`src/rtl/mgr_map.vh`:
```
// Constants shared by the PHY-side framing logic.
`ifndef MGR_MAP_VH
`define MGR_MAP_VH

// Data path widths.
`define MGR_BYTE_W 8
`define MGR_NIB_W 4
`define MGR_RXERR_W 6

// Field positions.
`define MGR_RXERR_PHY_BIT 0
`define MGR_LOW_NIB_LSB 0
`define MGR_UP_NIB_LSB 4

// Synchroniser width: link clock, valid, error and one byte.
`define MGR_RX_SYNC_W 11

// Reset values.
`define MGR_BYTE_RST 8'h00
`define MGR_NIB_RST 4'h0
`define MGR_RXERR_RST 6'h00

`endif

```
`src/rtl/mgr_phy_side.v`:
```
// PHY-side framing of a gigabit MAC: transmit over the gigabit and reduced gigabit interfaces, receive over the gigabit interface.
`timescale 1ns/100ps
`default_nettype none
`include "mgr_map.vh"

module mgr_phy_side (
  input wire clk_i,
  input wire arst_n_i,
  input wire gig_tx_clk_i,
  input wire client_tx_valid_i,
  input wire [`MGR_BYTE_W-1:0] client_tx_data_i,
  input wire client_tx_end_of_packet_i,
  input wire client_tx_error_flag_i,
  output reg client_tx_ready_o,
  output reg [`MGR_BYTE_W-1:0] gig_tx_byte_bus_o,
  output reg gig_tx_frame_enable_o,
  output reg gig_tx_error_out_o,
  output reg [`MGR_NIB_W-1:0] rgmii_tx_nibble_o,
  output reg rgmii_tx_control_o,
  input wire gig_rx_clk_i,
  input wire gig_rx_data_valid_i,
  input wire gig_rx_error_in_i,
  input wire [`MGR_BYTE_W-1:0] gig_rx_byte_bus_i,
  output reg client_rx_valid_o,
  output reg [`MGR_BYTE_W-1:0] client_rx_data_o,
  output reg client_rx_sop_o,
  output reg client_rx_eop_o,
  output reg [`MGR_RXERR_W-1:0] client_rx_error_o
);

  localparam RX_IDLE = 2'b01;
  localparam RX_FRAME = 2'b10;

  function edge_seen;
    input now_level;
    input last_level;
    begin
      edge_seen = now_level & ~last_level;
    end
  endfunction

  ////////////////////////////////////////////////////////////////////////////
  // Link clock sampling.

  wire tx_clk_sync;
  reg tx_clk_last_reg;
  wire [`MGR_RX_SYNC_W-1:0] rx_sync;
  reg rx_clk_last_reg;

  mgr_sync #(
    .WIDTH(1)
  ) u_tx_clk_sync (
    .clk_i(clk_i),
    .arst_n_i(arst_n_i),
    .async_i(gig_tx_clk_i),
    .sync_o(tx_clk_sync)
  );

  // Clock, valid, error and data share one synchroniser so that they stay aligned.
  mgr_sync #(
    .WIDTH(`MGR_RX_SYNC_W)
  ) u_rx_sync (
    .clk_i(clk_i),
    .arst_n_i(arst_n_i),
    .async_i({gig_rx_clk_i, gig_rx_data_valid_i, gig_rx_error_in_i, gig_rx_byte_bus_i}),
    .sync_o(rx_sync)
  );

  wire rx_clk_s = rx_sync[`MGR_RX_SYNC_W-1];
  wire rx_dv_s = rx_sync[`MGR_RX_SYNC_W-2];
  wire rx_er_s = rx_sync[`MGR_RX_SYNC_W-3];
  wire [`MGR_BYTE_W-1:0] rx_byte_s = rx_sync[`MGR_BYTE_W-1:0];

  wire tx_rise = edge_seen(tx_clk_sync, tx_clk_last_reg);
  wire tx_fall = edge_seen(tx_clk_last_reg, tx_clk_sync);
  wire rx_rise = edge_seen(rx_clk_s, rx_clk_last_reg);

  always @(posedge clk_i or negedge arst_n_i)
  begin
    if (!arst_n_i)
    begin
      tx_clk_last_reg <= 1'b0;
      rx_clk_last_reg <= 1'b0;
    end
    else
    begin
      tx_clk_last_reg <= tx_clk_sync;
      rx_clk_last_reg <= rx_clk_s;
    end
  end

  ////////////////////////////////////////////////////////////////////////////
  // Transmit: one byte holding stage between client and link.

  reg hold_valid_reg;
  reg [`MGR_BYTE_W-1:0] hold_data_reg;
  reg hold_bad_reg;
  reg [`MGR_NIB_W-1:0] upper_nib_reg;
  reg fall_ctl_reg;

  wire accept = client_tx_valid_i & client_tx_ready_o;
  wire launch = tx_rise & hold_valid_reg;
  wire hold_valid_next = (hold_valid_reg & ~launch) | accept;

  always @(posedge clk_i or negedge arst_n_i)
  begin
    if (!arst_n_i)
    begin
      hold_valid_reg <= 1'b0;
      hold_data_reg <= `MGR_BYTE_RST;
      hold_bad_reg <= 1'b0;
      client_tx_ready_o <= 1'b0;
    end
    else
    begin
      hold_valid_reg <= hold_valid_next;
      client_tx_ready_o <= ~hold_valid_next;
      if (accept)
      begin
        hold_data_reg <= client_tx_data_i;
        // The client error counts only when it comes with the end of packet.
        hold_bad_reg <= client_tx_error_flag_i & client_tx_end_of_packet_i;
      end
    end
  end

  always @(posedge clk_i or negedge arst_n_i)
  begin
    if (!arst_n_i)
    begin
      gig_tx_byte_bus_o <= `MGR_BYTE_RST;
      gig_tx_frame_enable_o <= 1'b0;
      gig_tx_error_out_o <= 1'b0;
      rgmii_tx_nibble_o <= `MGR_NIB_RST;
      rgmii_tx_control_o <= 1'b0;
      upper_nib_reg <= `MGR_NIB_RST;
      fall_ctl_reg <= 1'b0;
    end
    else if (tx_rise)
    begin
      gig_tx_byte_bus_o <= hold_valid_reg ? hold_data_reg : `MGR_BYTE_RST;
      gig_tx_frame_enable_o <= hold_valid_reg;
      gig_tx_error_out_o <= hold_valid_reg & hold_bad_reg;
      rgmii_tx_nibble_o <= hold_valid_reg ?
        hold_data_reg[`MGR_LOW_NIB_LSB +: `MGR_NIB_W] : `MGR_NIB_RST;
      rgmii_tx_control_o <= hold_valid_reg;
      upper_nib_reg <= hold_valid_reg ?
        hold_data_reg[`MGR_UP_NIB_LSB +: `MGR_NIB_W] : `MGR_NIB_RST;
      fall_ctl_reg <= hold_valid_reg ^ (hold_valid_reg & hold_bad_reg);
    end
    else if (tx_fall)
    begin
      rgmii_tx_nibble_o <= upper_nib_reg;
      rgmii_tx_control_o <= fall_ctl_reg;
    end
  end

  ////////////////////////////////////////////////////////////////////////////
  // Receive: one byte of lag lets the last byte carry the end of packet.

  reg [1:0] rx_state_reg;
  reg [`MGR_BYTE_W-1:0] pend_data_reg;
  reg pend_first_reg;
  reg err_seen_reg;

  always @(posedge clk_i or negedge arst_n_i)
  begin
    if (!arst_n_i)
    begin
      rx_state_reg <= RX_IDLE;
      pend_data_reg <= `MGR_BYTE_RST;
      pend_first_reg <= 1'b0;
      err_seen_reg <= 1'b0;
      client_rx_valid_o <= 1'b0;
      client_rx_data_o <= `MGR_BYTE_RST;
      client_rx_sop_o <= 1'b0;
      client_rx_eop_o <= 1'b0;
      client_rx_error_o <= `MGR_RXERR_RST;
    end
    else
    begin
      client_rx_valid_o <= 1'b0;
      if (rx_rise)
      begin
        case (rx_state_reg)
          RX_IDLE:
          begin
            if (rx_dv_s)
            begin
              pend_data_reg <= rx_byte_s;
              pend_first_reg <= 1'b1;
              err_seen_reg <= rx_er_s;
              rx_state_reg <= RX_FRAME;
            end
          end
          RX_FRAME:
          begin
            client_rx_valid_o <= 1'b1;
            client_rx_data_o <= pend_data_reg;
            client_rx_sop_o <= pend_first_reg;
            client_rx_error_o <= `MGR_RXERR_RST;
            // valid falling marks the last byte
            if (rx_dv_s)
            begin
              client_rx_eop_o <= 1'b0;
              pend_data_reg <= rx_byte_s;
              pend_first_reg <= 1'b0;
              // error may come anywhere in the frame
              err_seen_reg <= err_seen_reg | rx_er_s;
            end
            else
            begin
              client_rx_eop_o <= 1'b1;
              client_rx_error_o[`MGR_RXERR_PHY_BIT] <= err_seen_reg;
              err_seen_reg <= 1'b0;
              rx_state_reg <= RX_IDLE;
            end
          end
          default:
          begin
            rx_state_reg <= RX_IDLE;
          end
        endcase
      end
    end
  end

endmodule

`default_nettype wire

```
`src/rtl/mgr_sync.v`:
```
// Two flip-flop synchroniser for signals that enter from outside the clock domain.
`timescale 1ns/100ps
`default_nettype none

module mgr_sync #(
  parameter WIDTH = 1
) (
  input wire clk_i,
  input wire arst_n_i,
  input wire [WIDTH-1:0] async_i,
  output reg [WIDTH-1:0] sync_o
);

  // The first stage is read by the second stage only.
  reg [WIDTH-1:0] meta_reg;

  always @(posedge clk_i or negedge arst_n_i)
  begin
    if (!arst_n_i)
    begin
      meta_reg <= {WIDTH{1'b0}};
      sync_o <= {WIDTH{1'b0}};
    end
    else
    begin
      meta_reg <= async_i;
      sync_o <= meta_reg;
    end
  end

endmodule

`default_nettype wire

```
`config.mk`:
```
export PLATFORM = sky130hd
export DESIGN_NAME = mgr_phy_side
export DESIGN_NICKNAME = d
export VERILOG_FILES = /design/src/rtl/mgr_phy_side.v /design/src/rtl/mgr_sync.v
export VERILOG_INCLUDE_DIRS = /design/src /design/src/rtl
export SDC_FILE = /design/constraint.sdc
export NUM_CORES = 1
export LEC_CHECK = 0
export BUFFER_PORTS_ARGS = -buffer_cell sky130_fd_sc_hd__clkbuf_2
export CAP_MARGIN = 10
export CORE_ASPECT_RATIO = 0.6
export CORE_MARGIN = 2
export CORE_UTILIZATION = 40
export CTS_CLUSTER_DIAMETER = 80
export DETAILED_ROUTE_END_ITERATION = 12
export PLACE_DENSITY = 0.74
export SETUP_SLACK_MARGIN = 0.1
export SLEW_MARGIN = 20
export SYNTH_ARGS = -nofsm -noshare
export SYNTH_HDL_FRONTEND = slang
export SYNTH_SLANG_ARGS = --single-unit
```
`constraint.sdc`:
```
create_clock -name clk_i -period 2.1 [get_ports clk_i]
set_clock_uncertainty 0.05 [all_clocks]
set_input_delay 0.42 -clock clk_i [delete_from_list [all_inputs] [get_ports clk_i]]
set_output_delay 0.42 -clock clk_i [all_outputs]
set_load 0.05 [all_outputs]
```
==> results.cfg, run 1 <==
[finish]
syn_to_final_growth_pct = 25.8
nets = 277
antennaDiodeCount = 0
fin_util_pct = 51.8
drive_gt1_share_pct = 39.3
design_area_mm2 = 0.00346

[timing]
finalSetupTns_ns = 0
period_needed_ns = 1.92
fin_crit_sh_pct = 91.4
slew_headroom_pct = 59.4
rsz0062_at_grt = no
fmax_ghz = 0.521
hold_viol = 0
worstMarginPinSlew_ns = 0.609
slew_viol_final = 0
fin_ws_ns = 0.180
setup_viol = 0

[setup_path]
r2r-start = rx_state_reg[0]
start_kind = register
r2r-end = pend_data_reg[6]
crit_type = reg2reg
path_cells = inv_1 > ha_1 > nor3b_4 > mux2_2
cp.arrival_ns = 2.08
cp_max_fo = 8
required_ns = 2.26
end_kind = register
crit_family = flip-flops
crit_path_top_delay_cell = dfstp_2
slowest_delay_ns = 0.54
r2r_slack_ns = 0.18
worst-path-buf-inv = 1
worst-path-stages = 4
reg2regPathDepth = 4

[power_and_ir_drop]
p_leak_nw = 1.71
pwr-share-comb_pct = 28.0
netSwitchingPower_mw = 1.83
power_mw = 5.35
powerDensity_mw_per_mm2 = 1540
intPower_mw = 3.51
clkPwrFrac_pct = 32.8
peakVddDrop_mv = 0.557
sequentialPowerShare_pct = 39.2
p_sw_share_pct = 34.3

[global_route]
grt_antenna_before_repair = 0
grt_pass1_wl_um = 7690
grt_max_degree = 40
track_usage_pct = 13.7
grt_pass1_vias = 1586
grt-ovfl-total = 0

[clocking]
path_clk_slew_ns = 0.06
clock_sinks = 77
clock_latency_ns = 0.33
cts-resized-gates = 0
root_buffer = clkbuf_16
htree_levels = 3
cts-hold-fix-buffers = 0
cts_made_buffers = 9
post_cts_buffers = 0
cts_tree = done
clockBufferDepth = 2

[die]
core_mm2 = 0.00668
die-area_mm2 = 0.00758
initial_core_util_pct = 41.2
die_w_um = 111
ios = 58
fp.dieH_um = 68.2
rows = 23

[synthesis]
syn_area_mm2 = 0.00275
synth_warnings = 0
netlist_instances = 187
ys_types = 31
synth-async-reset-ratio_pct = 100
synth_top_cells_by_count = dfrtp_1 (76), mux2_2 (25), nand2_1 (12)
synth_top_area_share_pct = 69.2
synth_top_area_cell = dfrtp_1
synth_edf_count = 0
synth.most_common_cell = dfrtp_1
synth-main-ff-cell = dfrtp_1
syn_avg_cell_area_um2 = 14.7
ys_seq_area_share_pct = 70.1
ys_ff_latch = 77
ys_top_cells_by_area = dfrtp_1 (69%), mux2_2 (10%), ha_1 (2.3%), a22o_1 (1.9%), o21ai_0 (1.6%)

[route]
vias_per_cell = 4.67
drt_iter0_drc = 50
dr.pass1.iters = 4
ant_nets = 0
routedWlPerCell_um = 14.1
dr_total_vias = 1583
drc = 0
postRouteWirelength_um = 4760

[placement]
hpwl_um = 3340
place_congestion = 0.714
port_buffers = 52
dp_worst_setup_slack_ns = 0.173
dpl-instance-area_mm2 = 0.00311

[min_path]
hold_path.class = in2async

[outcome]
status = completed

[job]
maxCapViolations = 0
placed cells by master, fill, tap and decap left out:
cell,instances
dfstp_2,1
a21o_1,5
nor4_1,1
nor2b_1,6
o31ai_1,1
clkinv_4,1
and2b_2,1
clkinvlp_4,2
o21ai_0,9
clkbuf_2,51
nand3b_1,2
mux2i_1,2
o22ai_1,1
conb_1,5
bufinv_16,3
nor4b_1,1
inv_1,7
dfrtp_1,76
buf_4,3
nor3_1,1
nor2_1,1
a22o_1,6
nand2_1,12
a22oi_1,1
clkinv_1,1
buf_12,1
ha_1,5
a21boi_0,1
inv_6,1
a21oi_1,7
clkbuf_16,9
or4bb_1,1
and2_1,1
mux2_2,25
nor3b_4,1
metrics by stage:
| step | hold slack [ns] | instances |
|---|---|---|
| 5_1_grt | 0.0442 | 339 |
| 6_report | 0.0106 | 339 |
| 3_5_place_dp | 0.285 | 323 |
| 2_1_floorplan | 0.0744 | 191 |
| 3_3_place_gp | 0.283 | 323 |
| 4_1_cts | 0.0265 | 339 |
logic make-up after synthesis:
group | synth area share (%)
flip-flops | 70.1
AND/OR/NAND/NOR | 6.05
other | 0.136
buffers and inverters | 3.23
multiplexers | 11.0
adder cells (fa/ha/maj) | 2.27
AO/OA/AOI/OAI | 7.23
power groups by stage:
stage | Combinational (mW) | Sequential, mW | Clock, mW
floorplan | 0.540 | 2.68 | 0
CTS | 1.52 | 2.10 | 1.79
global route | 1.61 | 2.15 | 1.87
detailed placement | 1.51 | 2.12 | 0
global placement | 1.47 | 2.10 | 0
finish | 1.50 | 2.10 | 1.75
worst max path at each step:
stage	startpoint	to	slack, ns
5_1_grt	rx_state_reg[0]	pend_data_reg[7]	0.11
3_5_place_dp	rx_state_reg[0]	pend_data_reg[2]	0.17
4_1_cts	rx_state_reg[0]	pend_data_reg[4]	0.17
2_1_floorplan	rx_state_reg[0]	pend_data_reg[0]	0.33
3_3_place_gp	rx_state_reg[0]	pend_data_reg[5]	0.23
6_report	rx_state_reg[0]	pend_data_reg[6]	0.18
final cells by class:
cell class                      count  area (µm²)
Sequential cell                    77        1930
Clock inverter                      7         123
Timing Repair Buffer               55         298
Inverter                            8        30.0
Fill cell                         572        3220
Tap cell                           87         109
Multi-Input combinational cell     96         748
Clock buffer                        9         225
metal layers:
metal | vias to the layer above | GRT usage, % | routed length, µm | part of all wire, %
met5 | - | 0 | 0 | 0
met4 | 0 | 7.87 | 83 | 1.7
li1 | 750 | - | - | -
met2 | 43 | 19.6 | 2110 | 44
met3 | 8 | 5.31 | 228 | 4.8
met1 | 782 | 18.0 | 2340 | 49
(Power assumes the default switching activity.)
==> run 2: changes to the inputs <==
clock period = 2.25 ns   (was 2.1 ns; I/O delays follow)
==> results.cfg, run 2 (synthesis gave the netlist of run 1 again) <==
[timing]
slew_headroom_pct = 56.4
finalSetupTns_ns = 0
hold_viol = 0
setup_viol = 0
whs_ns = 0.0334
slew_viol_final = 0
rsz0062_at_grt = no
fin_crit_sh_pct = 86.1
fmax_ghz = 0.516
period_needed_ns = 1.94
worstMarginPinSlew_ns = 0.654

[placement]
place_congestion = 0.746
hpwl_um = 3280
port_buffers = 52
dpl-instance-area_mm2 = 0.00312

[power_and_ir_drop]
peakVddDrop_mv = 0.624
powerDensity_mw_per_mm2 = 1410
p_leak_nw = 1.70

[route]
postRouteWirelength_um = 4740
drc = 0
ant_nets = 0
dr_total_vias = 1571
vias_per_cell = 4.61
drt_iter0_drc = 45
dr.pass1.iters = 4
routedWlPerCell_um = 13.9

[clocking]
clock_latency_ns = 0.34
clockBufferDepth = 2
cts-resized-gates = 0
clock_sinks = 77
htree_levels = 3
cts_made_buffers = 9
post_cts_buffers = 0
cts-hold-fix-buffers = 0
root_buffer = clkbuf_16
path_clk_slew_ns = 0.06
cts_tree = done

[finish]
syn_to_final_growth_pct = 24.6
nets = 279
most-common-layout-cells = dfrtp_1 (76), clkbuf_2 (51), mux2_2 (25), nand2_1 (12)
nFillCells = 583
design_area_mm2 = 0.00343
layout_commonest_cell = dfrtp_1
drive_gt1_share_pct = 39.8
antennaDiodeCount = 0

[setup_path]
r2r-end = pend_data_reg[1]
crit_type = reg2reg
crit_end = pend_data_reg[1]
cp.arrival_ns = 2.10
end_kind = register
reg2regPathDepth = 4
cp_max_fo = 8
startpoint = rx_state_reg[0]
r2r_slack_ns = 0.31
required_ns = 2.41
r2r-start = rx_state_reg[0]
start_kind = register

[die]
core_mm2 = 0.00668
die-area_mm2 = 0.00758
rows = 23
fp.dieH_um = 68.2
die_w_um = 111
initial_core_util_pct = 41.2
ios = 58

[job]
maxCapViolations = 0

[global_route]
grt_pass1_wl_um = 7680
track_usage_pct = 13.5
grt-ovfl-total = 0
grt_max_degree = 43
grt_pass1_vias = 1494
grt_antenna_before_repair = 0

[outcome]
status = completed

[min_path]
hold_path.class = in2async
## run 2: changes by cell type in the layout (fill, tap and decap cells not counted)
cell        delta
buf_12         -1
inv_6          +2
bufinv_16      -2
buf_4          +3
inv_8          +2
clkinv_4       -1
clkinvlp_4     -1
## run 2: worst min-delay path by stage
stage / from / endpoint / cells past startpoint
floorplan: arst_n_i / client_rx_data_o[0] / 0
global placement: u_tx_clk_sync.meta_reg / u_tx_clk_sync.sync_o / 0
detailed placement: u_rx_sync.meta_reg[0] / u_rx_sync.sync_o[0] / 0
CTS: arst_n_i / gig_tx_byte_bus_o[3] / 1
global route: arst_n_i / gig_tx_error_out_o / 1
finish: arst_n_i / gig_tx_frame_enable_o / 1
## run 2: metrics by stage
stage	utilization, %	instances	worst slack (ns)	power, mW
after floorplan	-	191	0.481	3.01
after global placement	46.7	325	0.390	3.34
after detailed placement	46.7	325	0.330	3.38
after CTS	51.3	341	0.321	4.87
after global routing	51.3	341	0.237	5.08
final	51.3	341	0.312	4.82
## run 2: worst max-delay path, cell delays in order (launching register included)
cell and delay, ns:
dfstp_2 0.54, inv_1 0.07, ha_1 0.32, nor3b_4 0.45, mux2_2 0.39
## run 2: power by group
group	leakage [nW]	internal (mW)	switching, mW
clock network	0.151	0.885	0.594
registers	0.940	1.75	0.203
logic	0.614	0.441	0.950
## run 2: cell type report
type	instances	area, µm²	share of cell area, %
clock buffer	9	225	6.57
clock inverter	7	86.3	2.52
inverter	8	30.0	0.876
multi-input combinational	96	748	21.8
sequential	77	1930	56.3
tap	87	109	3.18
timing repair buffer	57	300	8.76
## run 2: per-layer routing
metal / track usage, % / part of all wire, % / wire, µm / vias up
li1: - / - / - / 753
met1: 19.9 / 52 / 2480 / 769
met2: 17.2 / 42 / 1980 / 47
met3: 6.20 / 5.2 / 245 / 2
met4: 5.09 / 0.57 / 27 / 0
met5: 0 / 0 / 0 / -
